### config.mk
export PLATFORM = sky130hd
export DESIGN_NAME = pin_wake_irq
export DESIGN_NICKNAME = d
export VERILOG_FILES = /design/src/inc/pin_wake_pkg.sv /design/src/logic/pin_wake_irq.sv
export SDC_FILE = /design/constraint.sdc
export NUM_CORES = 1
export LEC_CHECK = 0
export BUFFER_PORTS_ARGS = -buffer_cell sky130_fd_sc_hd__buf_4
export CAP_MARGIN = 20
export CORE_MARGIN = 2
export CORE_UTILIZATION = 45
export DETAILED_ROUTE_END_ITERATION = 12
export HOLD_SLACK_MARGIN = 0.05
export PLACE_DENSITY = 0.74
export SETUP_SLACK_MARGIN = 0.1
export SLEW_MARGIN = 20
export SYNTH_ARGS = -nofsm -noshare
export SYNTH_HDL_FRONTEND = slang
export SYNTH_SLANG_ARGS = --single-unit
### constraint.sdc
create_clock -name clock -period 16.8 [get_ports clock]
set_input_delay 1.68 -clock clock [delete_from_list [all_inputs] [get_ports clock]]
set_output_delay 1.68 -clock clock [all_outputs]
set_load 0.01 [all_outputs]
### src/inc/pin_wake_pkg.sv
// shared constants, field layouts and types for the pin wakeup and external interrupt block
package pin_wake_pkg;

    // register byte addresses on the peripheral bus
    localparam logic [31:0] ADDR_PENDING = 32'h4000a814;
    localparam logic [31:0] ADDR_CFG_A = 32'h4000a860;
    localparam logic [31:0] ADDR_CFG_B = 32'h4000a864;
    localparam logic [31:0] ADDR_CFG_C = 32'h4000a868;
    localparam logic [31:0] ADDR_CFG_D = 32'h4000a86c;
    localparam logic [31:0] ADDR_WAKE_A = 32'h4000bc08;
    localparam logic [31:0] ADDR_WAKE_B = 32'h4000bc0c;
    localparam logic [31:0] ADDR_WAKE_C = 32'h4000bc10;
    localparam logic [31:0] ADDR_SEL_C = 32'h4000bc14;
    localparam logic [31:0] ADDR_SEL_D = 32'h4000bc18;
    localparam logic [31:0] ADDR_WAKE_FILT = 32'h4000bc1c;

    // field positions
    localparam int CFG_FILT_BIT = 8;
    localparam int CFG_MODE_LSB = 5;
    localparam int WFILT_PINS_BIT = 0;
    localparam int WFILT_SER1_BIT = 1;
    localparam int WFILT_SER2_BIT = 2;
    localparam int WFILT_CHAND_BIT = 3;

    // reset values
    localparam logic [4:0] SEL_C_RESET = 5'h0f;
    localparam logic [4:0] SEL_D_RESET = 5'h10;
    localparam logic [3:0] PENDING_RESET = 4'h0;

    // pin codes: port a 0x00.., port b 0x08.., port c 0x10..0x17
    localparam logic [4:0] SEL_LAST_PIN = 5'h17;
    localparam int SERIAL1_PIN = 10;
    localparam int SERIAL2_PIN = 2;
    // fixed pins of channels a and b, values are arbitrary
    localparam logic [4:0] CHAN_A_PIN_DEF = 5'h08;
    localparam logic [4:0] CHAN_B_PIN_DEF = 5'h09;

    // input filter settle time
    localparam int CLOCK_PERIOD_NS = 5;
    localparam int FILTER_TIME_NS = 100;
    localparam int FILTER_CYCLES = (FILTER_TIME_NS + CLOCK_PERIOD_NS - 1) / CLOCK_PERIOD_NS;

    // trigger modes
    typedef enum logic [2:0] {
        TRIG_OFF = 3'h0,
        TRIG_RISE = 3'h1,
        TRIG_FALL = 3'h2,
        TRIG_BOTH = 3'h3,
        TRIG_HIGH = 3'h4,
        TRIG_LOW = 3'h5
    } trig_mode_t;

    // one channel configuration word
    typedef struct packed {
        logic filt;
        logic [2:0] mode;
    } chan_cfg_t;

    // wakeup filter controls
    typedef struct packed {
        logic chanD;
        logic serialTwo;
        logic serialOne;
        logic pins;
    } wake_filt_t;

endpackage

### src/logic/pin_wake_irq.sv
// pin wakeup monitor and four external interrupt channels behind an apb slave
// Overview of operation
// - per-port 8-bit wakeup enable mask per pin
// - filter bit 0 filters all mask-selected wake pins
// - filter bit 1 filters serial one wake pin
// - filter bit 2 filters serial two wake pin
// - filter bit 3 filters channel d wake source
// - channels c, d select any of 24 pins
// - selector resets: c to 0x0f, d to 0x10
// - config bit 8 enables channel input filtering
// - mode 0 off, 1 rise, 2 fall, 3 both
// - mode 4 high level, 5 low level
// - pending flags a..d at bits 0..3
// - write one clears pending, zero keeps
// - four independent channels, separate config registers
//
// Decided for this implementation: the APB interface to the registers.
`timescale 1ns/100ps
`default_nettype none
module pin_wake_irq
    import pin_wake_pkg::*;
#(
    parameter int FILT_CYCLES = FILTER_CYCLES,
    parameter logic [4:0] CHAN_A_PIN = CHAN_A_PIN_DEF,
    parameter logic [4:0] CHAN_B_PIN = CHAN_B_PIN_DEF
)
(
    // clock and reset
    input wire logic clock,
    input wire logic rst,
    // apb slave
    input wire logic psel,
    input wire logic penable,
    input wire logic pwrite,
    input wire logic [31:0] paddr,
    input wire logic [31:0] pwdata,
    input wire logic [3:0] pstrb,
    output var logic [31:0] prdata,
    output var logic pready,
    output var logic pslverr,
    // package pins, asynchronous
    input wire logic [7:0] portAPins,
    input wire logic [7:0] portBPins,
    input wire logic [7:0] portCPins,
    // wake source enables from the power manager
    input wire logic serialOneWakeEn,
    input wire logic serialTwoWakeEn,
    input wire logic chanDWakeEn,
    // results
    output var logic [3:0] extIrq,
    output var logic wakeEvent
);

    localparam int CW = $clog2(FILT_CYCLES + 1);

    // refuse settings the logic cannot serve
    generate
        if (FILT_CYCLES < 1 || FILT_CYCLES > 4096)
        begin : g_bad_filt
            $error("filter length out of range");
        end
        if (CHAN_A_PIN > SEL_LAST_PIN || CHAN_B_PIN > SEL_LAST_PIN)
        begin : g_bad_pin
            $error("fixed channel pin out of range");
        end
    endgenerate

    // software-visible state
    logic [7:0] wakeMask [3]; // port_wake_enable_mask per port
    chan_cfg_t chanCfg [4]; // per channel mode and filter
    logic [4:0] selC; // channel c pin code
    logic [4:0] selD; // channel d pin code
    wake_filt_t wakeFilt; // wakeup filter controls

    // pin synchronisers, first stage read only by the second
    logic [23:0] pinMeta;
    logic [23:0] pinSync;
    // filtered pin levels
    logic [23:0] pinFilt;

    // per channel level and its previous value
    logic [3:0] chanLvl;
    logic [3:0] chanPrev;
    logic [3:0] chanTrig;
    logic [3:0] next_pending;

    // wake sources: 24 pins, serial one, serial two, channel d
    logic [26:0] wakeLvl;
    logic [26:0] wakePrev;
    logic [26:0] wakeEnable;

    // bus decode wires
    wire setupPhase = psel & ~penable;
    wire wrStrobe = psel & penable & pready & pwrite;
    wire hitPending = (paddr == ADDR_PENDING);
    wire hitCfgA = (paddr == ADDR_CFG_A);
    wire hitCfgB = (paddr == ADDR_CFG_B);
    wire hitCfgC = (paddr == ADDR_CFG_C);
    wire hitCfgD = (paddr == ADDR_CFG_D);
    wire hitWakeA = (paddr == ADDR_WAKE_A);
    wire hitWakeB = (paddr == ADDR_WAKE_B);
    wire hitWakeC = (paddr == ADDR_WAKE_C);
    wire hitSelC = (paddr == ADDR_SEL_C);
    wire hitSelD = (paddr == ADDR_SEL_D);
    wire hitFilt = (paddr == ADDR_WAKE_FILT);
    wire [3:0] hitCfg = {hitCfgD, hitCfgC, hitCfgB, hitCfgA};
    wire [2:0] hitWake = {hitWakeC, hitWakeB, hitWakeA};
    wire anyHit = hitPending | (|hitCfg) | (|hitWake) | hitSelC | hitSelD | hitFilt;

    // byte lane 0 and 1 write enables
    wire lane0 = wrStrobe & pstrb[0];
    wire lane1 = wrStrobe & pstrb[1];

    // one-to-clear mask from a write of the flag register
    wire [3:0] clearMask = (lane0 && hitPending) ? pwdata[3:0] : 4'h0;

    // pin codes per channel
    wire [4:0] chanSel [4];
    assign chanSel[0] = CHAN_A_PIN;
    assign chanSel[1] = CHAN_B_PIN;
    assign chanSel[2] = selC;
    assign chanSel[3] = selD;

    // read data selection
    logic [31:0] readMux;

    // synchronise every pin, two flops before any logic
    always_ff @(posedge clock or posedge rst)
    begin
        if (rst)
        begin
            pinMeta <= 24'h000000;
            pinSync <= 24'h000000;
        end
        else
        begin
            pinMeta <= {portCPins, portBPins, portAPins};
            pinSync <= pinMeta;
        end
    end

    // glitch filter per pin: a new level is taken only after it
    // stays put for the whole filter time; shared by wake and irq
    // paths so a channel's filter costs no extra counters
    genvar gp;
    generate
        for (gp = 0; gp < 24; gp++)
        begin : g_filt
            logic [CW-1:0] stable;
            always_ff @(posedge clock or posedge rst)
            begin
                if (rst)
                begin
                    stable <= '0;
                    pinFilt[gp] <= 1'b0;
                end
                else if (pinSync[gp] == pinFilt[gp])
                begin
                    // level agrees, restart the count
                    stable <= '0;
                end
                else if (stable == CW'(FILT_CYCLES - 1))
                begin
                    // held long enough, accept it
                    stable <= '0;
                    pinFilt[gp] <= pinSync[gp];
                end
                else
                begin
                    stable <= stable + 1'b1;
                end
            end
        end
    endgenerate

    // channel input choice and trigger decode
    genvar gc;
    generate
        for (gc = 0; gc < 4; gc++)
        begin : g_chan
            // reserved codes select no pin and read low
            wire validSel = (chanSel[gc] <= SEL_LAST_PIN);
            wire [4:0] idx = validSel ? chanSel[gc] : 5'h00;
            wire rawLvl = validSel & pinSync[idx];
            wire filtLvl = validSel & pinFilt[idx];
            wire [2:0] mode = chanCfg[gc].mode;
            assign chanLvl[gc] = chanCfg[gc].filt ? filtLvl : rawLvl;
            wire rise = chanLvl[gc] & ~chanPrev[gc];
            wire fall = ~chanLvl[gc] & chanPrev[gc];
            // edge modes look at the change, level modes at the level
            assign chanTrig[gc] =
                (mode == TRIG_RISE) ? rise :
                (mode == TRIG_FALL) ? fall :
                (mode == TRIG_BOTH) ? (rise | fall) :
                (mode == TRIG_HIGH) ? chanLvl[gc] :
                (mode == TRIG_LOW) ? ~chanLvl[gc] :
                1'b0; // off and reserved modes never fire
        end
    endgenerate

    // set wins over a clear in the same cycle, so no event is lost;
    // a held level keeps the flag set through the clear
    assign next_pending = (extIrq & ~clearMask) | chanTrig;

    // previous channel levels for edge detection
    always_ff @(posedge clock or posedge rst)
    begin
        if (rst)
        begin
            chanPrev <= 4'h0;
        end
        else
        begin
            chanPrev <= chanLvl;
        end
    end

    // pending flags, which are also the interrupt lines
    always_ff @(posedge clock or posedge rst)
    begin
        if (rst)
        begin
            extIrq <= PENDING_RESET;
        end
        else
        begin
            extIrq <= next_pending;
        end
    end

    // wake source levels, each picks raw or filtered per its control
    assign wakeLvl[23:0] = wakeFilt.pins ? pinFilt : pinSync;
    assign wakeLvl[24] = wakeFilt.serialOne ? pinFilt[SERIAL1_PIN] : pinSync[SERIAL1_PIN];
    assign wakeLvl[25] = wakeFilt.serialTwo ? pinFilt[SERIAL2_PIN] : pinSync[SERIAL2_PIN];
    assign wakeLvl[26] = wakeFilt.chanD ? g_chan[3].filtLvl : g_chan[3].rawLvl;

    // only monitored pins and enabled sources may wake
    assign wakeEnable = {chanDWakeEn, serialTwoWakeEn, serialOneWakeEn,
                         wakeMask[2], wakeMask[1], wakeMask[0]};

    // wake on any change of an enabled source
    always_ff @(posedge clock or posedge rst)
    begin
        if (rst)
        begin
            wakePrev <= '0;
            wakeEvent <= 1'b0;
        end
        else
        begin
            wakePrev <= wakeLvl;
            wakeEvent <= |((wakeLvl ^ wakePrev) & wakeEnable);
        end
    end

    // channel configuration registers, one word each
    genvar gr;
    generate
        for (gr = 0; gr < 4; gr++)
        begin : g_cfg
            always_ff @(posedge clock or posedge rst)
            begin
                if (rst)
                begin
                    chanCfg[gr] <= '0;
                end
                else if (hitCfg[gr])
                begin
                    // each channel decodes only its own address
                    if (lane0)
                    begin
                        chanCfg[gr].mode <= pwdata[CFG_MODE_LSB +: 3];
                    end
                    if (lane1)
                    begin
                        chanCfg[gr].filt <= pwdata[CFG_FILT_BIT];
                    end
                end
            end
        end
        for (gr = 0; gr < 3; gr++)
        begin : g_wake
            always_ff @(posedge clock or posedge rst)
            begin
                if (rst)
                begin
                    wakeMask[gr] <= 8'h00;
                end
                else if (lane0 && hitWake[gr])
                begin
                    wakeMask[gr] <= pwdata[7:0];
                end
            end
        end
    endgenerate

    // pin selectors and wakeup filter controls
    always_ff @(posedge clock or posedge rst)
    begin
        if (rst)
        begin
            selC <= SEL_C_RESET;
            selD <= SEL_D_RESET;
            wakeFilt <= '0;
        end
        else if (lane0)
        begin
            if (hitSelC)
            begin
                selC <= pwdata[4:0];
            end
            if (hitSelD)
            begin
                selD <= pwdata[4:0];
            end
            if (hitFilt)
            begin
                wakeFilt <= pwdata[3:0];
            end
        end
    end

    // read data, unused bits read as zero
    always_comb
    begin
        readMux = 32'h00000000;
        if (hitPending)
        begin
            readMux[3:0] = extIrq;
        end
        for (int i = 0; i < 4; i++)
        begin
            if (hitCfg[i])
            begin
                readMux[CFG_FILT_BIT] = chanCfg[i].filt;
                readMux[CFG_MODE_LSB +: 3] = chanCfg[i].mode;
            end
        end
        for (int i = 0; i < 3; i++)
        begin
            if (hitWake[i])
            begin
                readMux[7:0] = wakeMask[i];
            end
        end
        if (hitSelC)
        begin
            readMux[4:0] = selC;
        end
        if (hitSelD)
        begin
            readMux[4:0] = selD;
        end
        if (hitFilt)
        begin
            readMux[3:0] = wakeFilt;
        end
    end

    // apb answer: ready in the first access cycle, data and error
    // captured at the setup edge so they come straight from flops;
    // a read of the flags shows them as of the setup edge
    always_ff @(posedge clock or posedge rst)
    begin
        if (rst)
        begin
            pready <= 1'b0;
            pslverr <= 1'b0;
            prdata <= 32'h00000000;
        end
        else
        begin
            pready <= setupPhase;
            pslverr <= setupPhase & ~anyHit;
            if (setupPhase)
            begin
                // unmapped or write reads back zero
                prdata <= (anyHit && !pwrite) ? readMux : 32'h00000000;
            end
        end
    end

endmodule
`default_nettype wire

==> reports/results.tsv, run 1 <==
stage	metric	value	unit
outcome	status	finished clean	
critical_path	CP Class	primary input to flop	
place	GPL Wtd Cong	0.942	
global_routing	GRT Util Overall	0.187	
layout	diode count	0	
drt	DRT Pass-1 Iters	5	
timing	Slew HR	0.357	
drt	DRC Markers	0	
critical_path	Critical Path Start Type	primary input	
die	Die W	180	um
die	die height	180	um
critical_path	required time of the critical path	17.24	ns
cts	Clock H-tree levels	1	
yosys	Mapped Avg Cell Area	11.3	sq um
global_routing	vias in the first global route	9587	
layout	share of cells above drive strength 1	0.211	
power	Max rail drop VDD	0.0814	mV
cts	Root Buffer	clkbuf_16	
yosys	Syn Inst Count	1234	
yosys	async set-reset flop share out of synthesis	1.00	
yosys	Yosys cell types	67	
yosys	Area contributors post-synth	dfrtp_1 (52%), mux2_2 (9.3%), xor2_1 (3.8%)	
cts	hold_buf cts	0	
place	hpwl dp	21400	um
drt	Routed Antenna Nets	0	
die	starting density of the core	0.455	
yosys	Post-synth EDFFs	0	
drt	Vias	9618	
yosys	Synth Cell Area	13900	sq um
cts	Max Root-Sink Buffers	3	
timing	fin crit share	0.222	
power	P_leak	7.18	nW
cts	post-CTS setup buffer count	0	
critical_path	Crit Path Max Fanout	13	
yosys	share of the synthesized area in the top cell type	0.519	
timing	Final Setup Violations	0	
critical_path	critical path's slowest cell	nor4_1	
cts	clk slew on worst S/H paths	0.06	ns
timing	Post-Route Setup TNS	0	ns
global_routing	antenna violations before repair	0	
run	Max Cap Violations	0	
timing	Worst Skew	0.0147	ns
critical_path	crit path buf inv count	1	
layout	area grow syn2layout	14.5	%
timing	final hold vios	0	
global_routing	first-pass GRT wire length	49700	um
timing	Worst Tran Pin Value	0.964	ns
hold_path	Hold WC Path Type	flop to flop	
drt	Iteration-0 DRC Markers	669	
yosys	yosys warns	0	
timing	min Tclk post-route	3.72	ns
global_routing	largest net degree at the start of global routing	145	
die	number of core rows	64	
yosys	top-count cell post-synth	dfrtp_1	
cts	Num CTS Buffers	30	
drt	Routed WL per cell	17.2	um
critical_path	crit path cell chain	buf_4, nor2_1, nand2_1, or3_1, nor4_1, mux2_2	
place	IO buf count	90	
yosys	sequential share of the synthesized area	0.528	
critical_path	Crit. End Element	flop	
timing	Max Clk Rate	269	MHz
critical_path	CP max stage delay	0.68	ns
die	I/O Pins	139	
layout	Layout Nets	1467	
yosys	top post-synthesis cells by count	dfrtp_1 (288), nor2_1 (117), mux2_2 (115), nand2_1 (104), o21ai_0 (74)	
cts	Resized cells post-CTS	0	
layout	Final Util	0.522	
cts	worst skew pair latency	0.56	ns
drt	drt via density	5.49	
timing	RSZ-0062 raised after global routing	no	
yosys	Post-synth top flop	dfrtp_1	
critical_path	largest delay contributor family on the critical path	simple AND/OR/NAND/NOR gates	
global_routing	gr ovfl total	0	
timing	Final Max Slew Viols	0	
power	pwr dens	95.3	nW/um^2
critical_path	Data arrival, critical path	4.16	ns
yosys	Yosys reg bits	293	
die	die area	32300	sq um
yosys	Synth area leader	dfrtp_1	
cts	CTS tree	done	
cts	Sink Count	293	
drt	drt total wl	30100	um
die	core area	30500	sq um
## layer usage
layer | track usage | part of all wire | vias to the layer above | routed length, um
met5 | 0 | 0 | - | 0
met4 | 0.0537 | 0.030 | 0 | 888
met3 | 0.0353 | 0.065 | 68 | 1950
met2 | 0.306 | 0.47 | 279 | 14200
met1 | 0.256 | 0.43 | 4772 | 13000
li1 | - | - | 4499 | -
## cell type report
class	count	area, sq um
clock buffers	47	926
clock inverters	6	80.1
fillers	2612	14600
inverters	47	184
multi-input cells	870	6190
flip-flops and latches	293	7340
well taps	396	495
repair buffers	93	698
## registers in the layout (all words and copies together), names as in the netlist
signal,cells
pinFilt,24
selD,5
wakeEvent,1
g_chan.mode,12
extIrq,4
prdata,9
chanCfg,4
pslverr,1
wakeEnable,24
g_filt.stable,120
wakeFilt,4
pinMeta,24
pinSync,24
wakePrev,27
selC,5
chanPrev,4
pready,1
## cells in the final DEF (no fill, tap or decap), types with 24 or more instances in the layout
master and count:
a22oi_1 24, buf_4 93, clkbuf_16 31, dfrtp_1 288
ha_1 32, inv_1 46, mux2_2 115, mux2i_1 31
nand2_1 104, nand3_1 49, nor2_1 117, nor3_1 27
o21ai_0 74, xnor2_1 42, xor2_1 61
## per-stage QoR
stage | cell area [sq um] | std cells | total power (W) | hold slack, ns | setup slack (ns)
after floorplan | 14000 | 1256 | 0.000822 | 0.331 | 7.04
after global placement | 14900 | 1699 | 0.000853 | 0.334 | 12.64
after detailed placement | 14900 | 1699 | 0.000857 | 0.335 | 12.58
after CTS | 15900 | 1752 | 0.00153 | 0.349 | 13.15
after global routing | 15900 | 1752 | 0.00158 | 0.352 | 12.88
final | 15900 | 1752 | 0.00152 | 0.348 | 13.08
## final timing paths
kind | from | endpoint | slack (ns) | cells after the start
max in group asynchronous | rst | g_filt[11].stable[2]$_DFF_PP0_ | 13.87 | 3
worst max register to register | selC[0]$_DFFE_PP1P_ | extIrq[2]$_DFF_PP0_ | 13.18 | 13
worst min-delay path | pinMeta[17]$_DFF_PP0_ | pinSync[17]$_DFF_PP0_ | 0.35 | 0
min in group asynchronous | rst | g_filt[17].stable[2]$_DFF_PP0_ | 1.34 | 2
worst min register to register | pinMeta[17]$_DFF_PP0_ | pinSync[17]$_DFF_PP0_ | 0.35 | 0
worst max-delay path | paddr[1] | g_chan[2].mode[1]$_DFFE_PP0P_ | 13.08 | 6
## report_power, final
group	internal [W]	leakage, nW	switching, W	total, W
clock	0.000405	0.499	0.000268	0.000673
sequential	0.000730	3.79	0.0000205	0.000750
combinational	0.0000402	2.89	0.0000533	0.0000935
## kinds of logic (layout without fill, tap and decap cells)
kind of cell | Yosys count | after routing | synth area share
buffers and inverters | 93 | 193 | 0.0322
other | 1 | 23 | 0.000270
AOI/OAI and AO/OA | 180 | 180 | 0.0865
DFF | 293 | 293 | 0.528
xor gates and xnor gates | 103 | 103 | 0.0649
muxes | 154 | 154 | 0.129
adders and majority gates | 32 | 32 | 0.0288
and+or+nand+nor | 378 | 378 | 0.131
No activity file was read; power rests on OpenSTA's default activity.
==> run 2, diff against run 1 <==
--- a/config.mk
+++ b/config.mk
@@ -11,7 +11,7 @@
 export CORE_UTILIZATION = 45
 export DETAILED_ROUTE_END_ITERATION = 12
 export HOLD_SLACK_MARGIN = 0.05
-export PLACE_DENSITY = 0.74
+export PLACE_DENSITY = 0.76
 export SETUP_SLACK_MARGIN = 0.1
 export SLEW_MARGIN = 20
 export SYNTH_ARGS = -nofsm -noshare
==> constraint.sdc (replaced) <==
create_clock -name clock -period 3.3 [get_ports clock]
set_input_delay 0.33 -clock clock [delete_from_list [all_inputs] [get_ports clock]]
set_output_delay 0.33 -clock clock [all_outputs]
set_load 0.01 [all_outputs]
==> run 2 against run 1 <==
  * Critical path depth increased by 9
  * Count of clock-buffer cells in the layout decreased by 2
  * Largest power group unchanged
  * Routed wire length increased by 6.4%
  * Non-clock buffer count increased by 60
  * Core utilization increased by 2.4 points
  * Sequential power increased to 5.1 times the previous value
  * Global-route usage increased by 0.90 points
  * Hold slack got worse by 0.27 ns
  * Critical path type is now flop to flop
  * Total power increased to 5.3 times the previous value
  * Die area unchanged
==> reports/results.tsv, run 2 (synthesis gave the netlist of run 1 again) <==
stage	metric	value	unit	change
hold_path	Hold WC Path Type	primary input to flop		was flop to flop
drt	drt via density	5.51		was 5.49
global_routing	vias in the first global route	10200		was 9587
drt	Routed Antenna Nets	0		unchanged
critical_path	required time of the critical path	3.73	ns	was 17.24 ns
layout	area grow syn2layout	19.9	%	was 14.5%
power	Max rail drop VDD	0.419	mV	was 0.0814 mV
critical_path	Data arrival, critical path	3.66	ns	was 4.16 ns
power	total internal power	0.00624	W	was 0.00117 W
layout	commonest non-fill, non-tap cell in the layout	dfrtp_1		unchanged
cts	Sink Count	293		unchanged
drt	Iteration-0 DRC Markers	753		was 669
layout	Layout Nets	1528		was 1467
critical_path	CP Class	flop to flop		was primary input to flop
power	P_leak	7.53	nW	was 7.18 nW
power	pwr dens	482	nW/um^2	was 95.3 nW/um^2
critical_path	Critical Path Start Type	flop		was primary input
timing	Post-Route Setup TNS	0	ns	unchanged
die	starting density of the core	0.455		unchanged
place	hpwl dp	22900	um	was 21400 um
global_routing	largest net degree at the start of global routing	76		was 145
layout	share of cells above drive strength 1	0.237		was 0.211
global_routing	GRT Util Overall	0.196		was 0.187
timing	Max Clk Rate	309	MHz	
drt	DRT Pass-1 Iters	6		was 5
cts	clk slew on worst S/H paths	0.07	ns	was 0.06 ns
die	core area	30500	sq um	unchanged
drt	DRC Markers	0		unchanged
drt	Vias	10000		was 9618
global_routing	antenna violations before repair	0		unchanged
layout	Biggest register	g_filt.stable		unchanged
run	Max Cap Violations	0		unchanged
outcome	status	finished clean		unchanged
die	I/O Pins	139		unchanged
timing	final hold vios	0		unchanged
timing	min Tclk post-route	3.24	ns	
layout	fill cell count	2512		was 2612
power	Logic pwr share	0.065		was 0.062
cts	Max Root-Sink Buffers	3		unchanged
global_routing	gr ovfl total	0		unchanged
power	part of the power in registers	0.476		was 0.495
place	pre-CTS WS	0.0253	ns	was 12.58 ns
drt	Routed WL per cell	17.6	um	was 17.2 um
timing	RSZ-0062 raised after global routing	yes		was no
die	die height	180	um	unchanged
cts	worst skew pair latency	0.55	ns	was 0.56 ns
timing	Slew HR	0.461		was 0.357
global_routing	first-pass GRT wire length	51900	um	was 49700 um
place	IO buf count	90		unchanged
timing	fin crit share	0.981		
cts	CTS tree	done		unchanged
layout	diode count	0		unchanged
power	Switching Power	0.00179	W	was 0.000342 W
critical_path	Crit. End Element	flop		unchanged
layout	max FFs per register	120		unchanged
critical_path	Crit Path Max Fanout	5		was 13
timing	Worst Tran Pin Value	0.807	ns	was 0.964 ns
die	Die W	180	um	unchanged
drt	drt total wl	32000	um	was 30100 um
timing	Final Setup Violations	0		unchanged
cts	Num CTS Buffers	31		was 30
power	Net Sw Frac	0.223		was 0.225
cts	Root Buffer	clkbuf_16		unchanged
layout	biggest regs	g_filt.stable (120), wakePrev (27)		unchanged
power	share of total power in the clock network	0.459		was 0.444
timing	Worst Skew	0.0120	ns	was 0.0147 ns
timing	final worst setup slack	0.0621	ns	was 13.08 ns
place	GPL Wtd Cong	0.948		was 0.942
timing	Final Max Slew Viols	0		unchanged
layout	commonest cells after routing, fill and taps aside	dfrtp_1 (288), buf_4 (122), nor2_1 (116)		was dfrtp_1 (288), nor2_1 (117), mux2_2 (115)
die	die area	32300	sq um	unchanged
die	number of core rows	64		unchanged
cts	Clock H-tree levels	1		unchanged
run 2: worst max-delay path, cell delays in order (launching register included):
cell and delay, ns:
dfstp_2 0.59, buf_4 0.13, mux2_2 0.31, a2111oi_1 0.41, nor3_1 0.10, o21bai_2 0.19, o21a_1 0.24, inv_2 0.08
ha_4 0.16, nand2_2 0.08, nor2_2 0.05, a21oi_2 0.11, o22ai_1 0.07, a21oi_1 0.15, o31ai_1 0.10, a311o_1 0.34
run 2: path summary, 6_finish.rpt:
| check | slack, ns | to | cells past startpoint | from |
|---|---|---|---|---|
| worst min-delay path | 0.08 | wakeEvent$_DFF_PP0_ | 3 | chanDWakeEn |
| max in group asynchronous | 1.94 | selC[0]$_DFFE_PP1P_ | 4 | rst |
| worst min register to register | 0.34 | pinSync[23]$_DFF_PP0_ | 0 | pinMeta[23]$_DFF_PP0_ |
| worst max-delay path | 0.06 | extIrq[2]$_DFF_PP0_ | 15 | selC[0]$_DFFE_PP1P_ |
| min in group asynchronous | 0.51 | g_filt[9].stable[1]$_DFF_PP0_ | 3 | rst |
| worst max register to register | 0.06 | extIrq[2]$_DFF_PP0_ | 15 | selC[0]$_DFFE_PP1P_ |
run 2: area by class of cell:
| cell class | instances | area (sq um) | share of cell area |
|---|---|---|---|
| tap | 396 | 495 | 0.0297 |
| multi-input combinational | 870 | 6270 | 0.376 |
| clock inverter | 11 | 165 | 0.00992 |
| inverter | 47 | 180 | 0.0108 |
| clock buffer | 45 | 948 | 0.0569 |
| timing repair buffer | 153 | 1260 | 0.0755 |
| sequential | 293 | 7340 | 0.441 |
run 2: power groups by stage:
stage / Sequential (W) / Combinational, W / Clock, W
2_1_floorplan: 0.00385 / 0.000330 / 0
3_3_place_gp: 0.00388 / 0.000481 / 0
3_5_place_dp: 0.00388 / 0.000497 / 0
4_1_cts: 0.00382 / 0.000528 / 0.00377
5_1_grt: 0.00384 / 0.000594 / 0.00391
6_report: 0.00382 / 0.000524 / 0.00369
run 2: what timing repair did:
action                     4_1_cts  5_1_grt
hold buffers                    27        0
setup buffers                    3        7
gates cloned                     0        0
hold endpoints to repair        54        0
gates resized for setup          1       19
pin swaps                        1       10
setup endpoints to repair        1        2
run 2: routing by layer:
metal / global-route usage / share of wire
met5: 0.00741 / 0.0011
met4: 0.0660 / 0.036
met3: 0.0381 / 0.064
met2: 0.328 / 0.48
met1: 0.257 / 0.41
run 2: metrics by stage:
stage / instance area, sq um / instances / hold slack [ns] / utilization / total power (W)
after global placement: 15100 / 1722 / 0.333 / 0.495 / 0.00436
final: 16700 / 1815 / 0.0756 / 0.546 / 0.00804
after floorplan: 14000 / 1256 / 0.331 / - / 0.00418
after global routing: 16700 / 1815 / 0.0734 / 0.546 / 0.00834
after detailed placement: 15100 / 1722 / 0.336 / 0.495 / 0.00438
after CTS: 16500 / 1808 / 0.0615 / 0.541 / 0.00811
